**config.mk**
```make
export PLATFORM = sky130hd
export DESIGN_NAME = gauge_positioner
export DESIGN_NICKNAME = d
export VERILOG_FILES = /design/src/verilog/gauge_pkg.sv /design/src/verilog/duty_divider.sv /design/src/verilog/gauge_positioner.sv
export SDC_FILE = /design/constraint.sdc
export NUM_CORES = 1
export LEC_CHECK = 0
export ABC_AREA = 1
export BUFFER_PORTS_ARGS = -buffer_cell sky130_fd_sc_hd__buf_2
export CAP_MARGIN = 0
export CORE_ASPECT_RATIO = 0.9
export CORE_UTILIZATION = 45
export CTS_CLUSTER_SIZE = 30
export DETAILED_ROUTE_END_ITERATION = 7
export PLACE_DENSITY = 0.56
export SYNTH_ARGS = -nofsm -noshare
export SYNTH_HDL_FRONTEND = slang
export SYNTH_SLANG_ARGS = --single-unit
```
**constraint.sdc**
```tcl
create_clock -name CLK -period 7.68 [get_ports CLK]
set_input_delay 0.384 -clock CLK [delete_from_list [all_inputs] [get_ports CLK]]
set_output_delay 0.384 -clock CLK [all_outputs]
set_load 0.02 [all_outputs]
```
**src/verilog/gauge_pkg.sv**
```systemverilog
// Purpose: Shared constants for the duty-cycle gauge stepper positioner
// Assumes: 200 MHz system clock
// Notes:   Timer and position widths, patterns and timing counts live here
package gauge_pkg;

  // ----------------------------------------------------------------------
  // Timer and arithmetic widths
  // ----------------------------------------------------------------------
  localparam int          TIMER_W       = 24;
  localparam int          POS_W         = 7;
  localparam logic [6:0]  POSITION_MAX  = 7'h64;
  localparam logic [6:0]  HOME_STEPS    = 7'h64;
  localparam logic [6:0]  START_POS     = 7'h00;
  localparam logic [6:0]  PERCENT_SCALE = 7'h64;

  // ----------------------------------------------------------------------
  // Timing
  // ----------------------------------------------------------------------
  localparam int          CLK_MHZ       = 200;
  localparam int          DWELL_US      = 2000;
  localparam int          DWELL_CYCLES  = DWELL_US * CLK_MHZ;

  // ----------------------------------------------------------------------
  // Coil patterns, bit 0 winding A pos .. bit 3 winding B neg
  // ----------------------------------------------------------------------
  localparam logic [3:0]  PAT_0         = 4'h0A;
  localparam logic [3:0]  PAT_1         = 4'h09;
  localparam logic [3:0]  PAT_2         = 4'h05;
  localparam logic [3:0]  PAT_3         = 4'h06;
  localparam logic [3:0]  PAT_OFF       = 4'h0;

  // Capture sequencer states
  typedef enum logic [1:0] {CAP_WAIT_FIRST, CAP_WAIT_SECOND, CAP_WAIT_FALL,
                            CAP_DIVIDE} capture_state_type;

  // Motion states
  typedef enum logic [1:0] {MOT_HOMING, MOT_IDLE, MOT_STEP} motion_state_type;

endpackage

```
**src/verilog/duty_divider.sv**
```systemverilog
// Purpose: Sequential restoring divider for high_time*100/period
// Assumes: Operands stay stable only as long as start is pulsed once
// Notes:   One quotient bit per clock, result held until the next division completes
`timescale 1ns/1ps
module duty_divider (
  // Clock and reset
  input  wire logic                          clk,
  input  wire logic                          nrst,
  // Request
  input  wire logic                          start,
  input  wire logic [gauge_pkg::TIMER_W+6:0] dividend,
  input  wire logic [gauge_pkg::TIMER_W-1:0] divisor,
  // Answer
  output logic                               done,
  output logic      [gauge_pkg::TIMER_W+6:0] quotient
);

  localparam int N = gauge_pkg::TIMER_W + 7;

  logic [N-1:0]                    rem_q;
  logic [N-1:0]                    num;
  logic [gauge_pkg::TIMER_W-1:0]   den;
  logic [5:0]                      count;
  logic                            busy;
  logic [N:0]                      trial;
  logic                            fits;

  // Shift next dividend bit into remainder and test subtraction
  assign trial = {rem_q, num[N-1]};
  assign fits  = trial >= {{(N+1-gauge_pkg::TIMER_W){1'b0}}, den};

  // One restoring step per cycle
  always_ff @(posedge clk or negedge nrst) begin
    if (!nrst) begin
      rem_q    <= '0;
      num      <= '0;
      den      <= '0;
      count    <= '0;
      busy     <= 1'b0;
      done     <= 1'b0;
      quotient <= '0;
    end else begin
      done <= 1'b0;
      if (start) begin
        rem_q <= '0;
        num   <= dividend;
        den   <= divisor;
        count <= 6'(N);
        busy  <= 1'b1;
      end else if (busy) begin
        rem_q <= fits ? N'(trial - {{(N+1-gauge_pkg::TIMER_W){1'b0}}, den}) : trial[N-1:0];
        num   <= {num[N-2:0], fits};
        count <= count - 6'h01;
        if (count == 6'h01) begin
          busy     <= 1'b0;
          done     <= 1'b1;
          quotient <= {num[N-2:0], fits};
        end
      end
    end
  end

endmodule

```
**src/verilog/gauge_positioner.sv**
```systemverilog
// Purpose: Measure PWM duty cycle and drive a bipolar stepper gauge to it
// Assumes: Motor wired straight to COIL outputs, PWM on an async pin
// Notes:   One position per percent, 100 positions, homing after reset
`timescale 1ns/1ps
module gauge_positioner #(
  parameter int DWELL = gauge_pkg::DWELL_CYCLES
) (
  // Clock and reset
  input  wire logic       CLK,
  input  wire logic       NRST,
  // PWM source
  input  wire logic       PWM_INPUT_PIN,
  // Stepper coils
  output logic      [3:0] OUTPUT_PORT_LINES,
  // Status
  output logic      [6:0] PRESENT_POSITION,
  output logic      [6:0] TARGET_POSITION,
  output logic            HOMING_BUSY
);

  localparam int TW = gauge_pkg::TIMER_W;

  // ----------------------------------------------------------------------
  // Input synchroniser and edge detection
  // ----------------------------------------------------------------------
  logic pwm_meta;
  logic pwm_sync;
  logic pwm_last;
  logic rise_edge;
  logic fall_edge;

  // Two stages before any logic looks at the pin
  always_ff @(posedge CLK or negedge NRST) begin
    if (!NRST) begin
      pwm_meta <= 1'b0;
      pwm_sync <= 1'b0;
      pwm_last <= 1'b0;
    end else begin
      pwm_meta <= PWM_INPUT_PIN;
      pwm_sync <= pwm_meta;
      pwm_last <= pwm_sync;
    end
  end

  // Both transitions are detected, sequencer picks the armed one
  assign rise_edge = pwm_sync & ~pwm_last;
  assign fall_edge = ~pwm_sync & pwm_last;

  // ----------------------------------------------------------------------
  // Capture timer and sequencer
  // ----------------------------------------------------------------------
  gauge_pkg::capture_state_type cap_state;
  logic [TW-1:0]   timer;
  logic [TW-1:0]   period;
  logic [TW-1:0]   high_time;
  logic            div_start;
  logic            div_done;
  logic [TW+6:0]   quotient;
  logic [TW+6:0]   dividend;
  logic            timer_full;

  // Saturating timer avoids a wrapped period on a stalled input
  assign timer_full = &timer;
  // Multiply by 100 before dividing keeps the integer percentage exact
  assign dividend   = (TW+7)'(high_time) * (TW+7)'(gauge_pkg::PERCENT_SCALE);

  // Arm rising, rising, then falling; counter restarts at both armed rising edges
  always_ff @(posedge CLK or negedge NRST) begin
    if (!NRST) begin
      cap_state <= gauge_pkg::CAP_WAIT_FIRST;
      timer     <= '0;
      period    <= '0;
      high_time <= '0;
      div_start <= 1'b0;
    end else begin
      div_start <= 1'b0;
      timer     <= timer_full ? timer : timer + TW'(1);
      case (cap_state)
        gauge_pkg::CAP_WAIT_FIRST: begin
          if (rise_edge) begin
            timer     <= '0;
            cap_state <= gauge_pkg::CAP_WAIT_SECOND;
          end
        end
        gauge_pkg::CAP_WAIT_SECOND: begin
          if (rise_edge) begin
            period    <= timer + TW'(1);
            timer     <= '0;
            cap_state <= gauge_pkg::CAP_WAIT_FALL;
          end
        end
        gauge_pkg::CAP_WAIT_FALL: begin
          if (fall_edge) begin
            high_time <= timer + TW'(1);
            if (period == '0) begin
              cap_state <= gauge_pkg::CAP_WAIT_FIRST;
            end else begin
              div_start <= 1'b1;
              cap_state <= gauge_pkg::CAP_DIVIDE;
            end
          end
        end
        gauge_pkg::CAP_DIVIDE: begin
          if (div_done) begin
            cap_state <= gauge_pkg::CAP_WAIT_FIRST;
          end
        end
        default: cap_state <= gauge_pkg::CAP_WAIT_FIRST;
      endcase
    end
  end

  // Sequential divider keeps the area small; a result takes about 31 cycles
  duty_divider u_div (
    .clk      (CLK),
    .nrst     (NRST),
    .start    (div_start),
    .dividend (dividend),
    .divisor  (period),
    .done     (div_done),
    .quotient (quotient)
  );

  // ----------------------------------------------------------------------
  // Target position
  // ----------------------------------------------------------------------
  logic       over_range;
  logic [6:0] clamped;

  // Ratio above the top position clamps to the last valid one
  assign over_range = quotient >= (TW+7)'(gauge_pkg::POSITION_MAX);
  assign clamped    = over_range ? gauge_pkg::POSITION_MAX - 7'h01 : quotient[6:0];

  always_ff @(posedge CLK or negedge NRST) begin
    if (!NRST) begin
      TARGET_POSITION <= gauge_pkg::START_POS;
    end else if (div_done) begin
      TARGET_POSITION <= clamped;
    end
  end

  // ----------------------------------------------------------------------
  // Motion sequencer
  // ----------------------------------------------------------------------
  gauge_pkg::motion_state_type mot_state;
  logic [31:0] dwell_cnt;
  logic        dwell_done;
  logic [1:0]  phase;
  logic [6:0]  home_left;
  logic        want_fwd;
  logic        want_back;
  logic [1:0]  next_phase;
  logic [3:0]  next_pattern;

  // Coil pattern for a phase index, used for forward and backward walks
  function automatic logic [3:0] phase_pattern(input logic [1:0] p);
    case (p)
      2'h0:    phase_pattern = gauge_pkg::PAT_0;
      2'h1:    phase_pattern = gauge_pkg::PAT_1;
      2'h2:    phase_pattern = gauge_pkg::PAT_2;
      default: phase_pattern = gauge_pkg::PAT_3;
    endcase
  endfunction

  assign dwell_done   = dwell_cnt == 32'(DWELL - 1);
  assign want_fwd     = TARGET_POSITION > PRESENT_POSITION;
  assign want_back    = TARGET_POSITION < PRESENT_POSITION;
  // Each step alternates which winding changes polarity
  assign next_phase   = (want_fwd && mot_state != gauge_pkg::MOT_HOMING)
                        ? phase + 2'h1 : phase - 2'h1;
  assign next_pattern = phase_pattern(next_phase);

  // A step is taken only after the present pattern has dwelt its full time
  always_ff @(posedge CLK or negedge NRST) begin
    if (!NRST) begin
      mot_state         <= gauge_pkg::MOT_HOMING;
      dwell_cnt         <= '0;
      phase             <= 2'h0;
      home_left         <= gauge_pkg::HOME_STEPS;
      PRESENT_POSITION  <= gauge_pkg::START_POS;
      OUTPUT_PORT_LINES <= gauge_pkg::PAT_0;
      HOMING_BUSY       <= 1'b1;
    end else begin
      dwell_cnt <= dwell_done ? 32'h0000_0000 : dwell_cnt + 32'h0000_0001;
      case (mot_state)
        gauge_pkg::MOT_HOMING: begin
          if (dwell_done) begin
            if (home_left == 7'h00) begin
              PRESENT_POSITION <= gauge_pkg::START_POS;
              HOMING_BUSY      <= 1'b0;
              mot_state        <= gauge_pkg::MOT_IDLE;
            end else begin
              phase             <= next_phase;
              OUTPUT_PORT_LINES <= next_pattern;
              home_left         <= home_left - 7'h01;
            end
          end
        end
        gauge_pkg::MOT_IDLE: begin
          if (dwell_done && (want_fwd || want_back)) begin
            mot_state <= gauge_pkg::MOT_STEP;
          end
        end
        gauge_pkg::MOT_STEP: begin
          if (dwell_done) begin
            if (want_fwd || want_back) begin
              phase             <= next_phase;
              OUTPUT_PORT_LINES <= next_pattern;
              PRESENT_POSITION  <= want_fwd ? PRESENT_POSITION + 7'h01
                                            : PRESENT_POSITION - 7'h01;
            end else begin
              mot_state <= gauge_pkg::MOT_IDLE;
            end
          end
        end
        default: mot_state <= gauge_pkg::MOT_IDLE;
      endcase
    end
  end

endmodule

```
=== Word level (Yosys, flattened, before mapping) ===
Cells that the tools add are included.

* Register bits after elaboration: 265
* Input bits: 3
* Output and inout bits: 19

* Add/subtract/negate cells: 9
* Multiply operators: 1
* Mux-type cells: 51
* Reduce and logical (&&, ||, !) cells: 22
* Bitwise operators: 6
* Equal/unequal tests: 20
* Magnitude comparators: 4

{| class="wikitable"
|+ Operators by type and width
! operator !! count
|-
| 31-bit 2-to-1 mux || 5
|-
| 24-bit 2-to-1 mux || 3
|-
| 7-bit 2-to-1 mux || 6
|-
| 32-bit by 1-bit adder with 32-bit output, second input constant || 1
|-
| 32-bit by 19-bit == test with 1-bit output, second input constant || 1
|-
| 32-bit by 24-bit greater-or-equal comparator with 1-bit output || 1
|-
| 32-bit 2-to-1 mux || 1
|-
| 31-bit by 7-bit greater-or-equal comparator with 1-bit output, second input constant || 1
|-
| 31-bit by 24-bit subtractor with 31-bit output || 1
|-
| 2-bit 2-to-1 mux || 15
|-
| 24-bit by 5-bit multiplier with 29-bit output, second input constant || 1
|-
| 24-bit by 1-bit adder with 24-bit output, second input constant || 1
|-
| 24-bit logical NOT || 1
|-
| 24-bit AND reduction || 1
|-
| 2-bit inequality test, second input constant || 10
|-
| 4-bit 2-to-1 mux || 4
|-
| 5-bit AND reduction || 3
|-
| 7-bit case mux with 2 select lines || 1
|-
| 7-bit by 1-bit subtractor with 7-bit output, second input constant || 2
|-
| 6-bit 2-to-1 mux || 2
|-
| 4-bit case mux with 3 select lines || 1
|-
| 1-bit 2-to-1 mux || 9
|-
| 3-bit AND reduction || 3
|-
| 2-bit == test, second input constant || 4
|-
| other kinds (23) || 35
|}

=== Logic depth before layout (Yosys ltp) ===
* Depth in word-level cells: 8
* Gate-level depth with buffers: 18
* Depth with buffers taken out: 18

=== Cells and area by module ===
Synthesis repeated with hierarchy kept, for this count alone.

* Cells, all modules: 2422
* Area, all modules: 17571.9 um^2

{| class="wikitable"
|+ Modules (own cells, without submodules)
! module !! times used !! cells an instance !! area each (um^2) !! sequential area each (um^2)
|-
| gauge_positioner || 1 || 1403 || 10358.7 || 3510.9
|-
| duty_divider || 1 || 1019 || 7213.2 || 3128.0
|}

=== Worst setup path after synthesis ===
Ideal clock, no wire load.

* Kind: flip-flop to flip-flop
* From: reg high_time[6]
* To: reg u_div.num[21]
* Buffers on the path: 0
* Stages on the path, launching flop included: 16
* Setup time: 0.135 ns
* Clock period less this slack: 2.878 ns
* Path slack: 4.802 ns
* Data arrival time: 2.744 ns
* Required time: 7.545 ns
* Cells stage by stage: dfrtp_1 ha_1 ha_1 inv_1 fa_1 inv_1 ha_1 nand2_1 a21oi_1 nor2_1 nand2_1 nand3_1 nand2_1 or2_2 nand3_1 o211ai_1

* Word-level cells in the longest chain between the ends: 2

{| class="wikitable"
|+ RTL lines
! what !! line !! text
|-
| from (decl) || gauge_positioner.sv:55 || <nowiki>logic [TW-1:0] high_time;</nowiki>
|-
| from (signal assigned) || gauge_positioner.sv:94 || <nowiki>high_time <= timer + TW'(1);</nowiki>
|-
| 24-bit by 5-bit multiplier with 29-bit output || gauge_positioner.sv:65 || <nowiki>assign dividend = (TW+7)'(high_time) * (TW+7)'(gauge_pkg::PERCENT_SCALE);</nowiki>
|-
| 31-bit 2-to-1 mux || duty_divider.sv:44 || <nowiki>if (start) begin</nowiki>
|-
| to (signal assigned) || duty_divider.sv:46 || <nowiki>num <= dividend;</nowiki>
|-
| to (signal assigned) || duty_divider.sv:52 || <nowiki>num <= {num[N-2:0], fits};</nowiki>
|-
| to (decl) || duty_divider.sv:21 || <nowiki>logic [N-1:0] num;</nowiki>
|}

No other way between the ends.
A chain may end at the register's enable or synchronous reset.

=== Worst setup path after layout ===
* From: reg high_time[8]
* To: reg u_div.num[23]

The elaborated chain is that of the path after synthesis.

==> tab_implementation.tex <==
\begin{tabular}{lr}
\hline
Metric & Value \\
\hline
\multicolumn{2}{l}{\textbf{Outcome}} \\
Result of the run & completed \\
\multicolumn{2}{l}{\textbf{Timing}} \\
Setup violations, final & 0 \\
Final count of hold timing violations & 0 \\
Slew at the pin closest to its max-slew limit & 1.030 ns \\
Setup TNS after final layout & 0 ns \\
Slew headroom & 31.07\% \\
Number of slew-limit violations in the final report & 0 \\
Final worst path period need & 3.415 ns \\
Unrepaired setup endpoints after global routing & false \\
Maximum clock skew at final layout & 0.009203 ns \\
Maximum frequency from static timing analysis & 292.9 MHz \\
Period Utilization, post-route & 44.46\% \\
\multicolumn{2}{l}{\textbf{Final layout}} \\
Filler cells & 3790 \\
Area growth from synthesis to layout & 9.527\% \\
Number of nets in the layout & 2481 \\
Antenna fix cells & 0 \\
Total area of sequential cells & 6640 sq um \\
Multi-input combinational cell area & 8828 sq um \\
Share of the core filled with cells & 50.40\% \\
Ratio of cells with drive above 1 in the final layout & 5.882\% \\
\multicolumn{2}{l}{\textbf{Route}} \\
Aggregate routed wire length & 43990 microns \\
Detail-routed via count per cell & 5.148 \\
Iteration count of the initial detailed-routing pass & 5 \\
Number of design rule violations left after detail routing & 0 \\
Number of design-rule violations left by the first detailed-router iteration & 1216 \\
Total via count after detailed routing & 14650 \\
Remaining antenna violation count & 0 \\
Routed wirelength normalized by instance count & 15.46 microns \\
\multicolumn{2}{l}{\textbf{CTS}} \\
TritonCTS clock tree & built \\
TritonCTS sink count & 265 \\
Max Root-Sink Buffers & 3 \\
Number of buffers created by CTS & 31 \\
Clock slew seen by the registers of the worst setup and hold paths & 0.06 ns \\
CTS Root Cell & sky130\_fd\_sc\_hd\_\_clkbuf\_16 \\
Deepest level of the CTS H-tree & 1 \\
Clock latency on the worst-skew pair & 0.57 ns \\
Post-CTS Setup Bufs & 0 \\
\multicolumn{2}{l}{\textbf{Logic synthesis}} \\
Area leader, netlist & sky130\_fd\_sc\_hd\_\_dfrtp\_1 \\
Most used flip-flop cell after synthesis & sky130\_fd\_sc\_hd\_\_dfrtp\_1 \\
Share of flip-flops with an asynchronous set or reset & 100.0\% \\
Syn Area/Cell & 7.446 sq um \\
Number of warnings reported in the yosys synthesis log & 0 \\
Number of distinct library cell variants in the gate-level netlist after synthesis & 57 \\
Leading cell types by total area after synthesis & sky130\_fd\_sc\_hd\_\_dfrtp\_1 38\%, sky130\_fd\_sc\_hd\_\_nand2\_1 14\%, sky130\_fd\_sc\_hd\_\_inv\_1 9.0\% \\
Mapped cell area & 17280 sq um \\
Cell count after synthesis & 2321 \\
Post-synth top area share & 37.50\% \\
Number of flops mapped to enable cells by yosys & 0 \\
Part of the Yosys area used for sequential elements & 38.41\% \\
\#FFs+latches synth & 265 \\
Net Count, Synth & 2463 \\
\multicolumn{2}{l}{\textbf{Die}} \\
Standard-cell row count & 67 \\
Die Width & 208.6 microns \\
Starting utilization of the core area & 46.02\% \\
Total I/O pin count & 22 \\
Area of the core & 37560 sq um \\
Die outline area & 39200 sq um \\
Height of the die & 187.9 microns \\
\multicolumn{2}{l}{\textbf{Setup path}} \\
Critical R2R Capture & u\_div.num[23]\$\_DFFE\_PN0P\_ \\
Data required time of the worst path & 8.13 ns \\
WP data arrival & 3.86 ns \\
Setup slack of the most critical reg-to-reg path & 4.27 ns \\
Critical Path Slowest Stage Cell & sky130\_fd\_sc\_hd\_\_fa\_1 \\
Depth of the worst register-to-register path & 13 \\
CP max stage delay & 0.50 ns \\
Most used cell along the critical path & sky130\_fd\_sc\_hd\_\_ha\_1 \\
Crit path kind & flip-flop to flip-flop \\
Startpoint kind of the worst setup timing path & flip-flop \\
Crit-path cells & ha\_1 > ha\_1 > inv\_1 > fa\_1 > inv\_1 > ha\_1 > a21oi\_1 > a21boi\_0 > nand2\_1 > nand2\_1 > nand3b\_1 > nand3\_1 > nand3\_1 \\
Crit end category & flip-flop \\
Crit path max fanout & 5 \\
Launching point of the worst reg2reg path & high\_time[8]\$\_DFFE\_PN0P\_ \\
\multicolumn{2}{l}{\textbf{Flow run}} \\
Max-cap check violation count & 0 \\
\multicolumn{2}{l}{\textbf{Power and ir drop}} \\
Leakage component of the power & 0.009951 uW \\
Power per Cell Area & 327.0 nW/um\^{}2 \\
Worst supply voltage drop on vdd & 0.0002098 V \\
Final Total Pwr & 6190 uW \\
\multicolumn{2}{l}{\textbf{Min path}} \\
Hold Path Cell Cnt & 0 \\
Worst min-delay path class & flip-flop to flip-flop \\
End of the worst hold path & pwm\_sync\$\_DFF\_PN0\_ \\
Hold Startpoint & pwm\_meta\$\_DFF\_PN0\_ \\
\multicolumn{2}{l}{\textbf{Global route}} \\
Largest net degree at the start of global routing & 167 \\
GR Util All Layers & 22.98\% \\
Vias in the first global route & 13950 \\
Grt ovf & 0 \\
Antenna violations before repair & 0 \\
Wire length of the first global-routing pass & 72960 microns \\
\multicolumn{2}{l}{\textbf{Placement}} \\
Routability Congestion & 0.9163 \\
I/O Buffers & 21 \\
Hpwl dp & 33740 microns \\
\hline
\end{tabular}
-- repair_timing --
item,4_1_cts,5_1_grt
hold buffers,2,0
resized for setup,0,0
hold endpoints to repair,95,0
-- registers in the layout, indices dropped and copies added, names as in the netlist, 4 cells and up --
name / cells
TARGET_POSITION: 7
PRESENT_POSITION: 7
u_div.den: 24
u_div.quotient: 31
high_time: 24
home_left: 7
OUTPUT_PORT_LINES: 4
u_div.rem_q: 31
dwell_cnt: 32
period: 24
timer: 24
u_div.num: 31
u_div.count: 6
-- area by class of cell --
type	count	share of cell area (%)
clock inverters	16	1.051
multi-input cells	1586	46.64
flip-flops and latches	265	35.08
inverters	424	8.434
repair buffers	31	1.097
well taps	483	3.193
clock buffers	41	4.508
-- cells by family after synthesis --
group | after synthesis | synth area share [%]
buffers and inverters | 470 | 10.56
AOI/OAI and AO/OA | 304 | 9.925
DFF | 265 | 38.41
and+or+nand+nor | 1083 | 26.98
adders and majority gates | 139 | 10.98
xor gates and xnor gates | 56 | 2.881
muxes | 4 | 0.2606
-- where the power goes --
| part | internal, uW | switching [uW] |
|---|---|---|
| clock network | 915 | 609 |
| logic | 947 | 1780 |
| registers | 1710 | 234 |
| total | 3570 | 2620 |
-- per-layer routing --
layer | global-route usage [%] | wire length [microns] | vias to the layer above
met2 | 34.86 | 18280 | 283
li1 | - | - | 7432
met3 | 2.462 | 1704 | 58
met4 | 5.034 | 875 | 0
met5 | 0 | 0 | -
met1 | 35.05 | 23130 | 6879
-- worst max-delay path by stage --
stage	startpoint	to	slack, ns	cells past startpoint
final	high_time[8]$_DFFE_PN0P_	u_div.num[23]$_DFFE_PN0P_	4.27	13
after global routing	u_div.num[30]$_DFFE_PN0P_	u_div.rem_q[21]$_DFFE_PN0P_	4.03	16
after CTS	high_time[14]$_DFFE_PN0P_	u_div.num[21]$_DFFE_PN0P_	4.26	13
after detailed placement	high_time[14]$_DFFE_PN0P_	u_div.num[21]$_DFFE_PN0P_	4.28	13
after global placement	high_time[14]$_DFFE_PN0P_	u_div.num[21]$_DFFE_PN0P_	4.21	13
after floorplan	high_time[6]$_DFFE_PN0P_	u_div.num[21]$_DFFE_PN0P_	4.80	15
-- synthesized netlist by cell type, types with 5 or more instances --
master,n
sky130_fd_sc_hd__o21a_1,8
sky130_fd_sc_hd__a21oi_1,71
sky130_fd_sc_hd__nand4_1,43
sky130_fd_sc_hd__xnor2_1,19
sky130_fd_sc_hd__nor2_1,190
sky130_fd_sc_hd__inv_2,8
sky130_fd_sc_hd__nor2_4,5
sky130_fd_sc_hd__nand3_1,120
sky130_fd_sc_hd__nor3_1,40
sky130_fd_sc_hd__a31oi_1,8
sky130_fd_sc_hd__dfrtp_1,259
sky130_fd_sc_hd__xor2_1,36
sky130_fd_sc_hd__nor4_1,17
sky130_fd_sc_hd__o22ai_1,12
sky130_fd_sc_hd__nand2_1,628
sky130_fd_sc_hd__clkbuf_1,32
sky130_fd_sc_hd__nand2_2,7
sky130_fd_sc_hd__nand3b_1,6
sky130_fd_sc_hd__inv_1,414
sky130_fd_sc_hd__o211ai_1,7
sky130_fd_sc_hd__o21ai_0,141
sky130_fd_sc_hd__o21bai_1,8
sky130_fd_sc_hd__o21ai_1,21
sky130_fd_sc_hd__nor2_2,6
sky130_fd_sc_hd__ha_1,118
sky130_fd_sc_hd__or2_2,5
sky130_fd_sc_hd__fa_1,21
sky130_fd_sc_hd__a21boi_0,5
sky130_fd_sc_hd__o221ai_1,11
sky130_fd_sc_hd__a22oi_1,6
sky130_fd_sc_hd__dfstp_2,6
-- placed cells by master, fill, tap and decap left out, types with 8 or more instances in the layout --
| cell type | synthesis | final |
|---|---|---|
| sky130_fd_sc_hd__a31oi_1 | 8 | 8 |
| sky130_fd_sc_hd__o221ai_1 | 11 | 11 |
| sky130_fd_sc_hd__xnor2_1 | 19 | 19 |
| sky130_fd_sc_hd__fa_1 | 21 | 21 |
| sky130_fd_sc_hd__nand3_1 | 120 | 119 |
| sky130_fd_sc_hd__o22ai_1 | 12 | 12 |
| sky130_fd_sc_hd__nor2_2 | 6 | 8 |
| sky130_fd_sc_hd__clkbuf_16 | 0 | 31 |
| sky130_fd_sc_hd__o21bai_1 | 8 | 8 |
| sky130_fd_sc_hd__o21ai_1 | 21 | 21 |
| sky130_fd_sc_hd__inv_1 | 414 | 414 |
| sky130_fd_sc_hd__buf_2 | 4 | 20 |
| sky130_fd_sc_hd__o21a_1 | 8 | 8 |
| sky130_fd_sc_hd__nor2_1 | 190 | 188 |
| sky130_fd_sc_hd__ha_1 | 118 | 118 |
| sky130_fd_sc_hd__o21ai_0 | 141 | 141 |
| sky130_fd_sc_hd__dfrtp_1 | 259 | 258 |
| sky130_fd_sc_hd__nand2_1 | 628 | 628 |
| sky130_fd_sc_hd__a21oi_1 | 71 | 71 |
| sky130_fd_sc_hd__inv_2 | 8 | 8 |
| sky130_fd_sc_hd__nor3_1 | 40 | 40 |
| sky130_fd_sc_hd__nor4_1 | 17 | 17 |
| sky130_fd_sc_hd__xor2_1 | 36 | 36 |
| sky130_fd_sc_hd__nand4_1 | 43 | 43 |
-- stage by stage --
stage                     instances  hold WS [ns]  setup slack, ns  area, sq um
final                          2846        0.3514            4.265        18930
after global routing           2846        0.3678            4.026        18930
after floorplan                2321       0.08841            4.802        17280
after CTS                      2846        0.3544            4.264        18930
after detailed placement       2787        0.3405            4.275        17860
after global placement         2787        0.3390            4.211        17860
-- worst max-delay path: cells and delay by family, from the launching register on --
| kind | cells | cell delay [ns] |
|---|---|---|
| adders and majority gates | 4 | 1.43 |
| and+or+nand+nor | 5 | 0.70 |
| AOI/OAI and AO/OA | 2 | 0.66 |
| DFF | 1 | 0.40 |
| buffers and inverters | 2 | 0.09 |
No activity file was read; power rests on OpenSTA's default activity.
